$ cat src/hdl/cmp_mux_params.svh
// constants for the comparator input select block
// assumes inclusion by the package and the module of this block
//
// Function
// - bits 7:4 pick comparator0 negative input among odd port bits
// - negative codes 1001..1011 pick port2 bits 3,5,7 (large packages)
// - bits 3:0 pick comparator0 positive input among even port bits
// - positive codes 1001..1011 pick port2 bits 2,4,6 (large packages)
// - comparator1 has its own identical, independent selector register
// - comparator0 selector is read/write at address 0x9c, page 0x00
// - comparator1 selector is read/write at address 0x9f, page 0x00
// - both selectors may choose the same pins at once
`ifndef CMP_MUX_PARAMS_SVH
`define CMP_MUX_PARAMS_SVH
// ----------------------------------------------------------------------
// register map
// ----------------------------------------------------------------------
`define CMP0_SEL_ADDR   8'h9c
`define CMP1_SEL_ADDR   8'h9f
`define CMP_SEL_PAGE    8'h00
`define CMP_SEL_RESET   8'h77
// ----------------------------------------------------------------------
// field positions and codes
// ----------------------------------------------------------------------
`define NEG_MSB         7
`define NEG_LSB         4
`define POS_MSB         3
`define POS_LSB         0
`define CODE_LAST_PIN   4'hb
`define CODE_SMALL_LAST 4'h8
`endif

$ cat src/hdl/cmp_mux_pkg.sv
// types for the comparator input select block
// assumes the params header sits beside it on the include path
`default_nettype none
`include "cmp_mux_params.svh"
package cmp_mux_pkg;
   // one-hot pin select toward the analog switches
   typedef struct packed {
      logic [11:0] neg_pin;   // odd pins p0.1..p2.7
      logic [11:0] pos_pin;   // even pins p0.0..p2.6
   } cmp_route_type;

   typedef struct packed {
      logic        wr;
      logic        rd;
      logic [7:0]  addr;
      logic [7:0]  page;
      logic [7:0]  wdata;
   } sfr_req_type;

   typedef struct packed {
      logic [7:0]    sel0_r;
      logic [7:0]    sel1_r;
      logic [7:0]    rdata_r;
      cmp_route_type route0_r;
      cmp_route_type route1_r;
   } cmp_state_type;
endpackage : cmp_mux_pkg
`default_nettype wire

$ cat src/hdl/comparator_input_select.sv
// selector registers routing port pins to two comparator inputs
// assumes the cpu drives sfr requests synchronously on clock_i
`timescale 1ns/10ps
`default_nettype none
`include "cmp_mux_params.svh"
module comparator_input_select #(
   parameter bit LARGE_PACKAGE = 1'b1   // 40 or 32 pin variant
) (
   input  wire logic                   clock_i,
   input  wire logic                   rst_n_i,
   input  wire logic                   clk_en_i,
   input  wire cmp_mux_pkg::sfr_req_type sfr_i,
   output logic [7:0]                  rdata_o,
   output var  cmp_mux_pkg::cmp_route_type cmp0_route_o,
   output var  cmp_mux_pkg::cmp_route_type cmp1_route_o
);
   import cmp_mux_pkg::*;

   cmp_state_type st_r;
   cmp_state_type st_nxt;
   logic          hit0;
   logic          hit1;

   // ------------------------------------------------------------------
   // decode helpers
   // ------------------------------------------------------------------
   // one 4-bit code to a one-hot pin; codes past the package fall to none
   function automatic logic [11:0] pin_onehot(input logic [3:0] code);
      logic [11:0] v;
      logic [3:0]  last;
      v = 12'h000;
      last = LARGE_PACKAGE ? `CODE_LAST_PIN : `CODE_SMALL_LAST;
      if (code <= last) begin
         v[code] = 1'b1; // codes 1100..1111 stay none
      end
      return v;
   endfunction : pin_onehot

   function automatic cmp_route_type route_of(input logic [7:0] sel);
      cmp_route_type r;
      r.neg_pin = pin_onehot(sel[`NEG_MSB:`NEG_LSB]);
      r.pos_pin = pin_onehot(sel[`POS_MSB:`POS_LSB]);
      return r;
   endfunction : route_of

   // ------------------------------------------------------------------
   // register access and routing
   // ------------------------------------------------------------------
   // page must match too; other pages alias different registers
   assign hit0 = (sfr_i.addr == `CMP0_SEL_ADDR)
                 && (sfr_i.page == `CMP_SEL_PAGE);
   assign hit1 = (sfr_i.addr == `CMP1_SEL_ADDR)
                 && (sfr_i.page == `CMP_SEL_PAGE);

   // next state; routes follow the written value, not the old one
   always_comb begin
      st_nxt = st_r;
      if (sfr_i.wr && hit0) begin
         st_nxt.sel0_r = sfr_i.wdata;
      end
      if (sfr_i.wr && hit1) begin
         st_nxt.sel1_r = sfr_i.wdata;
      end
      if (sfr_i.rd) begin
         st_nxt.rdata_r = hit0 ? st_r.sel0_r :
                          hit1 ? st_r.sel1_r : 8'h00;
      end
      // separate decoders: same pin may go to both comparators
      st_nxt.route0_r = route_of(st_nxt.sel0_r);
      st_nxt.route1_r = route_of(st_nxt.sel1_r);
   end

   // state register with enable freeze
   always_ff @(posedge clock_i) begin
      if (!rst_n_i) begin
         st_r.sel0_r   <= `CMP_SEL_RESET;
         st_r.sel1_r   <= `CMP_SEL_RESET;
         st_r.rdata_r  <= 8'h00;
         st_r.route0_r <= route_of(`CMP_SEL_RESET);
         st_r.route1_r <= route_of(`CMP_SEL_RESET);
      end else if (clk_en_i) begin
         st_r <= st_nxt;
      end
   end

   assign rdata_o      = st_r.rdata_r;
   assign cmp0_route_o = st_r.route0_r;
   assign cmp1_route_o = st_r.route1_r;

   // ------------------------------------------------------------------
   // checks
   // ------------------------------------------------------------------
   property p_wr0_route;
      @(posedge clock_i) disable iff (!rst_n_i)
      (clk_en_i && sfr_i.wr && hit0)
         |=> cmp0_route_o == route_of($past(sfr_i.wdata));
   endproperty
   a_wr0_route: assert property (p_wr0_route)
      else $error("comparator0 route not updated after write");

   property p_wr1_route;
      @(posedge clock_i) disable iff (!rst_n_i)
      (clk_en_i && sfr_i.wr && hit1)
         |=> cmp1_route_o == route_of($past(sfr_i.wdata));
   endproperty
   a_wr1_route: assert property (p_wr1_route)
      else $error("comparator1 route not updated after write");

   property p_indep;
      @(posedge clock_i) disable iff (!rst_n_i)
      (clk_en_i && sfr_i.wr && hit0) |=> $stable(cmp1_route_o);
   endproperty
   a_indep: assert property (p_indep)
      else $error("comparator1 route moved on comparator0 write");

   property p_none_neg;
      @(posedge clock_i) disable iff (!rst_n_i)
      (st_r.sel0_r[7:6] == 2'b11) |-> cmp0_route_o.neg_pin == 12'h000;
   endproperty
   a_none_neg: assert property (p_none_neg)
      else $error("negative none code drives a pin");

   property p_none_pos;
      @(posedge clock_i) disable iff (!rst_n_i)
      (st_r.sel0_r[3:2] == 2'b11) |-> cmp0_route_o.pos_pin == 12'h000;
   endproperty
   a_none_pos: assert property (p_none_pos)
      else $error("positive none code drives a pin");

   property p_neg_hi;
      @(posedge clock_i) disable iff (!rst_n_i)
      (LARGE_PACKAGE && st_r.sel0_r[7:4] == 4'hb)
         |-> cmp0_route_o.neg_pin == 12'h800;
   endproperty
   a_neg_hi: assert property (p_neg_hi)
      else $error("negative code 1011 not on port2 bit 7");

   property p_pos_hi;
      @(posedge clock_i) disable iff (!rst_n_i)
      (LARGE_PACKAGE && st_r.sel0_r[3:0] == 4'h9)
         |-> cmp0_route_o.pos_pin == 12'h200;
   endproperty
   a_pos_hi: assert property (p_pos_hi)
      else $error("positive code 1001 not on port2 bit 2");

   property p_read0;
      @(posedge clock_i) disable iff (!rst_n_i)
      (clk_en_i && sfr_i.rd && hit0) |=> rdata_o == $past(st_r.sel0_r);
   endproperty
   a_read0: assert property (p_read0)
      else $error("comparator0 selector read wrong");

   property p_same;
      @(posedge clock_i) disable iff (!rst_n_i)
      (st_r.sel0_r == st_r.sel1_r) |-> cmp0_route_o == cmp1_route_o;
   endproperty
   a_same: assert property (p_same)
      else $error("equal selectors give different routes");

   // comparator1 read path mirrors comparator0
   property p_read1;
      @(posedge clock_i) disable iff (!rst_n_i)
      (clk_en_i && sfr_i.rd && hit1) |=> rdata_o == $past(st_r.sel1_r);
   endproperty
   a_read1: assert property (p_read1)
      else $error("comparator1 selector read wrong");

   // any other address or page reads as zero
   property p_read_other;
      @(posedge clock_i) disable iff (!rst_n_i)
      (clk_en_i && sfr_i.rd && !hit0 && !hit1) |=> rdata_o == 8'h00;
   endproperty
   a_read_other: assert property (p_read_other)
      else $error("unmapped read returned nonzero data");

   // the full byte is kept, so a read returns exactly what was written
   property p_wr1_store;
      @(posedge clock_i) disable iff (!rst_n_i)
      (clk_en_i && sfr_i.wr && hit1) |=> st_r.sel1_r == $past(sfr_i.wdata);
   endproperty
   a_wr1_store: assert property (p_wr1_store)
      else $error("comparator1 selector did not keep written byte");

   // enable low freezes routes and read data; a stalled cpu sees no change
   property p_freeze;
      @(posedge clock_i) disable iff (!rst_n_i)
      !clk_en_i |=> $stable(cmp0_route_o) && $stable(cmp1_route_o)
         && $stable(rdata_o);
   endproperty
   a_freeze: assert property (p_freeze)
      else $error("state moved while clock enable was low");

   // at most one switch per comparator input, or two pins would short
   property p_onehot;
      @(posedge clock_i) disable iff (!rst_n_i)
      $onehot0(cmp0_route_o.neg_pin) && $onehot0(cmp0_route_o.pos_pin)
         && $onehot0(cmp1_route_o.neg_pin) && $onehot0(cmp1_route_o.pos_pin);
   endproperty
   a_onehot: assert property (p_onehot)
      else $error("more than one pin switched onto a comparator input");

   // small packages: codes 1001..1011 name missing pins, so nothing driven
   property p_small_none;
      @(posedge clock_i) disable iff (!rst_n_i)
      (!LARGE_PACKAGE && st_r.sel0_r[7:4] > 4'h8 && st_r.sel0_r[7:4] < 4'hc)
         |-> cmp0_route_o.neg_pin == 12'h000;
   endproperty
   a_small_none: assert property (p_small_none)
      else $error("missing pin switched on a small package");

   // first edge after reset: both selectors hold 0111_0111
   property p_reset_route;
      @(posedge clock_i) disable iff (!rst_n_i)
      $rose(rst_n_i) |-> cmp0_route_o == cmp1_route_o
         && cmp0_route_o.neg_pin == 12'h080
         && cmp0_route_o.pos_pin == 12'h080 && rdata_o == 8'h00;
   endproperty
   a_reset_route: assert property (p_reset_route)
      else $error("routes after reset not on port1 bit 7 and bit 6");

   // comparator1 decodes its none codes the same way
   property p_none1;
      @(posedge clock_i) disable iff (!rst_n_i)
      (st_r.sel1_r[7:6] == 2'b11) |-> cmp1_route_o.neg_pin == 12'h000;
   endproperty
   a_none1: assert property (p_none1)
      else $error("comparator1 negative none code drives a pin");
endmodule : comparator_input_select
`default_nettype wire

$ cat config.mk
export PLATFORM = sky130hd
export DESIGN_NAME = comparator_input_select
export DESIGN_NICKNAME = d
export VERILOG_FILES = /design/src/hdl/cmp_mux_pkg.sv /design/src/hdl/comparator_input_select.sv
export VERILOG_INCLUDE_DIRS = /design/src /design/src/hdl
export SDC_FILE = /design/constraint.sdc
export NUM_CORES = 1
export LEC_CHECK = 0
export BUFFER_PORTS_ARGS = -buffer_cell sky130_fd_sc_hd__buf_4
export CORE_MARGIN = 4
export CORE_UTILIZATION = 56
export CTS_CLUSTER_DIAMETER = 200
export DETAILED_ROUTE_END_ITERATION = 7
export PLACE_DENSITY = 0.81
export REMOVE_ABC_BUFFERS = 1
export SETUP_SLACK_MARGIN = 0.2
export SLEW_MARGIN = 20
export SYNTH_ARGS = -nofsm -noshare
export SYNTH_HDL_FRONTEND = slang
export SYNTH_SLANG_ARGS = --single-unit
$ cat constraint.sdc
create_clock -name clock_i -period 3 [get_ports clock_i]
set_clock_uncertainty 0.05 [all_clocks]
set_input_delay 0.75 -clock clock_i [delete_from_list [all_inputs] [get_ports clock_i]]
set_output_delay 0.75 -clock clock_i [all_outputs]
set_load 0.03 [all_outputs]
==> summary by stage, run 1 <==
Global routing
The pin count of the biggest net entering global routing is 35. The first global-routing pass estimated 19840 um of wire. The number of global-route vias before repair is 3776. The total global routing track utilization is about 29%.

For this run the aggregate overflow at the end of global routing stands at 0. The initial antenna violation count came to 0.

Drt
Dividing the detail-routed wire length by the instance count gives 19.94 um. For this block, the initial DRC count from the detailed router was 554. For this run, the detailed router's first-pass iteration total came to 5.

The routed via count divided by cell count is 6.520. The number of vias in the routed layout is 4225. The sum of routed wire length over all layers is 12920 um. In this run the remaining antenna-violating nets after routing total 0. The final routed DRC violation total is 0.

Synthesis
The number of synthesized flops with an enable pin is 0. The synthesized design contains 72 register bits. Sorting the synthesized cells by how often they occur yields 72 x dfxtp_1, 56 x buf_4, 53 x nand2_1, 36 x clkbuf_1, 32 x a21oi_1. The area share of the leading cell type in the synthesized netlist is around 34%. In the post-synthesis netlist, the cell with the most instances is dfxtp_1. Summed over all instances, the cell type with the most area after synthesis is dfxtp_1. The post-synthesis instance area is 4267 sq um. The most used flip-flop cell after synthesis is dfxtp_1. The share of async-settable or async-resettable flops after synthesis is 0%.

The number of warnings issued by yosys is 0. The sequential-to-total area share from yosys stat is about 34%. The distinct cell type count of the synthesized netlist is 57. By area the synthesized netlist is led by dfxtp_1 34%, buf_4 9.9%, nand2_1 4.7%. The average cell area after synthesis is between 8 and 9 sq um. The post-synthesis instance total is 527.

Setup path
The worst reg2reg path endpoint is cmp1_route_o[16]$_SDFFE_PN0P_. STA classifies the critical path endpoint as a flop. Data on the critical path arrives at its endpoint at between 2 and 3 ns. In this run the register-to-register setup slack is 1.49 ns. STA classifies the critical path startpoint as an input port. The data required time at the worst endpoint is approximately 3.2 ns. The depth of the worst register-to-register path is 4. The startpoint identified for the worst register-to-register timing path is st_r[63]$_SDFFE_PN0P_. In this run the worst path has a maximum fanout of 9. The critical path starts at sfr_i[8]. The worst setup path is of the in2reg kind.

Die
The die is 95.29 um tall. The number of placement rows is 31. For this configuration, the core starts out at a cell density of about three fifths. The die area is 9079 sq um. During I/O placement, the number of pins put on the boundary was 85. Measured along the x axis, the die boundary spans 95.29 um. The total area inside the core boundary comes to 7331 sq um.

Pwr
VDD sags by at most 0.1942 mV. The completed layout was analyzed and its total power is 1.859 mW. In this run the static leakage power is about 1.8 nW. Power spread over the standard cell area amounts to 389.8 nW/um^2.

Cells and area
The count of non-filler cells in the finished layout is 648. The post-route cell area is 4770 sq um. The area overhead of the layout relative to synthesis is 11.79%. 0 antenna diodes ended up in the layout. The utilization of the core after routing is 65.06%.

The number of nets at the end of the flow is 575. The ratio of cells with drive above 1 in the final layout is 23.13%.

Clock network
Hold repair after CTS inserted 0 buffers. TritonCTS built the clock tree. The worst-case clock buffer depth is 2. Clock-pin slew was measured on the worst setup and hold paths at 0.07 ns.

The post-cts gate resize count is 0. The tree is rooted in a clkbuf_8. The clock network latency to the later pin of the worst-skew pair is 0.34 ns. Buffers inserted during clock tree synthesis total 9. In this run the number of H-tree levels came out at 3. Counting every sink on the clock net gives 72. Buffers added to address setup during post-CTS repair amount to 0.

Placed design
The number of buffer cells added on primary ports is 84. The placed cell area is roughly 4600 sq um. The placement-stage worst setup slack is approximately 0.24 ns. Detailed placement ended at an HPWL of 9263 um. The placed instance count is 634. At the end of routability-driven placement, the weighted congestion stood at 0.9451.

STA
The final max-slew violation count is 0. The smallest clock period supported by the final layout is computed as 2.435 ns. Setup repair after global routing left no endpoint under its margin. Final hold analysis gives a worst-case slack of 0.4107 ns.

The final number of hold-violating endpoints came to 0. The share of the cycle needed by the critical path after routing is 81.16%. Setup violations remaining at the end of the flow were counted as 0.

The final worst-path setup slack is 0.5651 ns. Measured against its own limit, the worst slew margin works out to 64.13%. For the final routed database, the setup TNS stands at 0 ns.

At the pin with the least slew margin, the transition time is approximately 0.54 ns. Static timing analysis puts the maximum clock frequency at 0.4107 GHz.

Worst hold path
The worst hold path belongs to the class reg2reg. The hold path endpoint is rdata_o[0]$_SDFFE_PN0P_. The hold path startpoint is rdata_o[0]$_SDFFE_PN0P_. The cell depth of the worst hold path is 2.

Run
The count of maximum capacitance violations is 0.

Outcome
The flow ran to the end, and the final reports show no timing, DRC or antenna violations.
[registers in the layout, summed over array words and instances, names as in the netlist]
name          flops
st_r             16
rdata_o           8
cmp1_route_o     24
cmp0_route_o     24
[cell usage in the layout, fill, tap and decap left out, types with 8 or more instances in the layout]
cell | synthesis | final
nor3_1 | 8 | 8
a21oi_1 | 32 | 32
o21ai_0 | 19 | 19
dfxtp_1 | 72 | 72
nand2_1 | 53 | 53
nor2_1 | 29 | 29
nand4_1 | 20 | 20
buf_4 | 56 | 103
a22oi_1 | 8 | 8
o31a_1 | 15 | 15
o211ai_1 | 11 | 11
nor2b_1 | 18 | 18
mux2i_1 | 11 | 11
or4_1 | 8 | 8
or3_1 | 12 | 12
nor4_1 | 14 | 14
clkbuf_8 | 0 | 9
[final cells by class]
class	instances	area [sq um]
Fill cell	627	2561
Multi-Input combinational cell	356	2241
Sequential cell	72	1441
Timing Repair Buffer	103	773.2
Clock buffer	10	127.6
Tap cell	99	123.9
Clock inverter	4	47.55
Inverter	4	15.01
[metal layers]
layer	share of wire [%]	vias to the layer above	global-route usage (%)
met5	0	-	0
met4	2.5	0	11.78
met3	12	29	4.972
met2	44	301	41.57
met1	42	1955	41.66
li1	-	1940	-
[worst max-delay path, stage by stage]
cell	delay, ns
buf_4	0.12
or4b_1	0.74
or3_1	0.52
or3_1	0.37
a21oi_1	0.15
[where the power goes]
| group | switching, mW | internal, mW |
|---|---|---|
| sequential | 0.00156 | 0.957 |
| combinational | 0.113 | 0.0567 |
| clock | 0.358 | 0.373 |
| total | 0.472 | 1.39 |
[logic make-up (layout without fill, tap and decap cells)]
group,after synthesis,after routing,share of synthesized area [%]
buffers and inverters,99,121,13.69
AND/OR/NAND/NOR,210,210,27.65
multiplexers,11,11,2.581
flip-flops,72,72,33.78
AO/OA/AOI/OAI,135,135,22.29
[worst max-delay path by stage]
stage | endpoint | slack [ns] | depth (start not counted)
3_3_place_gp | rdata_o[4]$_SDFFE_PN0P_ | 0.27 | 5
4_1_cts | rdata_o[2]$_SDFFE_PN0P_ | 0.59 | 5
2_1_floorplan | cmp0_route_o[2]$_SDFFE_PN0P_ | 0.47 | 4
3_5_place_dp | rdata_o[2]$_SDFFE_PN0P_ | 0.24 | 5
6_report | rdata_o[2]$_SDFFE_PN0P_ | 0.57 | 5
5_1_grt | rdata_o[3]$_SDFFE_PN0P_ | 0.47 | 5
No activity file was read; power rests on OpenSTA's default activity.
==> run 2: changes to the inputs <==
--- a/config.mk
+++ b/config.mk
@@ -8,10 +8,10 @@
 export LEC_CHECK = 0
 export BUFFER_PORTS_ARGS = -buffer_cell sky130_fd_sc_hd__buf_4
 export CORE_MARGIN = 4
-export CORE_UTILIZATION = 56
+export CORE_UTILIZATION = 50
 export CTS_CLUSTER_DIAMETER = 200
 export DETAILED_ROUTE_END_ITERATION = 7
-export PLACE_DENSITY = 0.81
+export PLACE_DENSITY = 0.76
 export REMOVE_ABC_BUFFERS = 1
 export SETUP_SLACK_MARGIN = 0.2
 export SLEW_MARGIN = 20
==> constraint.sdc (replaced) <==
create_clock -name clock_i -period 2 [get_ports clock_i]
set_clock_uncertainty 0.05 [all_clocks]
set_input_delay 0.5 -clock clock_i [delete_from_list [all_inputs] [get_ports clock_i]]
set_output_delay 0.5 -clock clock_i [all_outputs]
set_load 0.03 [all_outputs]
==> run 2 against run 1 <==
Wire length rose by 9.4%; count of clock-buffer cells in the layout rose by 2; non-clock buffer count rose by 53.
==> summary by stage, run 2 (synthesis results as in run 1) <==
Worst hold path
The path class of the tightest hold or removal check is reg2reg. The hold path endpoint is rdata_o[7]$_SDFFE_PN0P_. The cell depth of the worst hold path is 2.

The hold path startpoint is rdata_o[7]$_SDFFE_PN0P_.

Pwr
Per report_power, the clock group accounts for ~44% of the total. The relative contribution of combinational cells to total power is 10.0%. The analysis attributes to net switching a power of about 760 uW.

Cell internal power was estimated by the tool at 2.368 mW. Of the total power, the share spent switching nets is about a quarter. The analysis attributes to cell leakage a power of 2.174 nW. The total power draw is 3.132 mW.

For this design the ratio of total power to cell area is 560.9 nW/um^2. In this run, flip-flops and latches consume 45.9% of the power. The worst-case IR drop observed on VDD is 0.4323 mV.

Clock network
The clock transition at the register clock pins on the worst setup and hold paths after CTS is approximately 0.08 ns. In this run the number of H-tree levels came out at 3. CTS placed an instance of clkbuf_8 at the clock tree root. The number of buffers inserted during clock tree synthesis is 9.

The worst-case clock buffer depth is 2. The total number of clock tree sinks is just over 70. TritonCTS built the clock tree. The clock network latency to the later pin of the worst-skew pair is 0.35 ns.

STA
The share of the cycle needed by the critical path after routing is 91.17%. The worst path meets setup with 0.1766 ns of slack. At the pin with the least slew margin, the transition time is approximately 0.54 ns. The worst pin sits at a relative slew slack of a little under two thirds. Setup repair after global routing could not meet its margin everywhere. The total negative setup slack is 0 ns. Setup violations remaining at the end of the flow were counted as 0. The final max-slew violation count is 0. The upper clock frequency limit is 0.5484 GHz.

The final number of hold-violating endpoints is 0. The clock period minus final worst setup slack is 1.823 ns.

Drt
The per-cell routed wire length is 19.94 um. Detailed routing inserted a total of 4383 vias. The final layout contains routed wiring with a total length of 14140 um.

The final antenna-violating net count is 0. The routed via count divided by cell count is approximately 6. In the routed design, unresolved DRC markers number 0. After the first detailed-routing iteration, the DRC count stood at 426. Before antenna repair, the detailed router went through 6 iterations.

Setup path
The data required time at the worst endpoint is between 2 and 2.5 ns. The critical path startpoint category is an input port. Of all nets on the critical path, the largest fanout is 8.

The setup check on the worst reg-to-reg path leaves a slack of between 0.4 and 0.5 ns. Measured in cells, the most critical reg-to-reg path has a length of 4. The startpoint-to-endpoint class of the critical path is in2reg. The endpoint class of the critical path is a flop. In this run the critical register-to-register path is captured at cmp1_route_o[16]$_SDFFE_PN0P_. The source of the worst register-to-register timing path is st_r[63]$_SDFFE_PN0P_. Data on the critical path arrives at its endpoint at 2.05 ns.

Die
The core footprint is 8258 sq um. Row generation in the floorplan step produced 33 rows. Once the floorplan was initialized, standard cells occupied 51.67% of the core. The height of the chip is 100.4 um. The total I/O pin count is 85. The die covers just over 10000 sq um. In this run the horizontal extent of the chip is 100.4 um.

Run
Max-cap violations in this run came to 0.

Global routing
The total overflow left after global routing is 0. The initial antenna violation count is 0. The first global-routing pass estimated 21250 um of wire. The number of global-route vias before repair is 4032.

The pin count of the biggest net entering global routing is 46. Global routing consumed, over all layers together, 27.07% of the routing resources.

Cells and area
The number of diodes added for antenna fixing is 0. The utilization of the core after routing is 67.62%. The post-route netlist has 33.94% of its cells at a drive strength greater than 1. The top cell types in the final layout, fill and taps aside, are 127 x buf_4, 72 x dfxtp_1, 53 x nand2_1. The number of nets at the end of the flow is 628. Compared with the post-synthesis result, the final layout area differs by 30.88%.

The library cell used most frequently in the layout, excluding fill and tap cells, is buf_4. The layout filler cell count is 698.

Placed design
The final weighted congestion in routability-driven placement is 1.003. The placement-stage worst setup slack is -0.4411 ns. The HPWL reported at the end of detailed placement is 9973 um. The number of buffer cells added on primary ports is 84.

Outcome
The run finished with clean final reports.
run 2: changes by cell type in the layout (fill, tap and decap cells not counted), moves of 4 or more:
| cell | change |
|---|---|
| buf_12 | +5 |
| a21oi_1 | -5 |
| a21oi_2 | +4 |
| or4_4 | +4 |
| or4_1 | -4 |
| buf_6 | +20 |
| buf_4 | +24 |
run 2: how the worst max path moves through the flow:
stage / start / to / cells past startpoint
floorplan: sfr_i[10] / cmp0_route_o[2]$_SDFFE_PN0P_ / 4
global placement: sfr_i[8] / rdata_o[7]$_SDFFE_PN0P_ / 5
detailed placement: sfr_i[8] / rdata_o[2]$_SDFFE_PN0P_ / 5
CTS: sfr_i[11] / cmp1_route_o[4]$_SDFFE_PN0P_ / 7
global route: sfr_i[10] / cmp0_route_o[9]$_SDFFE_PN0P_ / 6
finish: sfr_i[10] / rdata_o[0]$_SDFFE_PN0P_ / 5
run 2: layer usage:
layer	GRT usage, %	vias to the layer above	wire length (um)
li1	-	2059	-
met1	38.96	2055	6101
met2	39.30	236	6355
met3	5.629	33	1328
met4	10.88	0	350
met5	0	-	0
run 2: critical path, cell delays in order:
cell     delay [ns]
buf_6          0.09
or4_4          0.57
or3_4          0.42
or3_1          0.33
a21oi_1        0.13
run 2: layout make-up:
type	count	area, sq um	area share [%]
Inverter	4	15.01	0.2689
Clock buffer	12	165.2	2.958
Multi-Input combinational cell	356	2399	42.95
Timing Repair Buffer	156	1359	24.33
Clock inverter	4	73.82	1.322
Tap cell	105	131.4	2.353
Sequential cell	72	1441	25.81
run 2: what timing repair did:
| item | in CTS | in global routing |
|---|---|---|
| resized for setup | 14 | 46 |
| pin swaps | 26 | 23 |
| hold buffers | 0 | 0 |
| gates cloned | 1 | 3 |
| hold endpoints to repair | 0 | 0 |
| buffers inserted | 4 | 5 |
| endpoints found under the setup margin | 52 | 57 |
run 2: power by group through the flow:
stage	logic, mW	registers (mW)	clock network, mW
2_1_floorplan	0.0928	1.48	0
3_3_place_gp	0.280	1.47	0
3_5_place_dp	0.283	1.47	0
4_1_cts	0.294	1.44	1.39
5_1_grt	0.330	1.44	1.47
6_report	0.313	1.44	1.38
run 2: stage by stage:
stage,area (sq um),cells,hold slack [ns]
4_1_cts,5294,701,0.4116
3_5_place_dp,4965,680,0.3981
5_1_grt,5584,709,0.4246
2_1_floorplan,3697,432,0.4397
3_3_place_gp,4965,680,0.3940
6_report,5584,709,0.4119
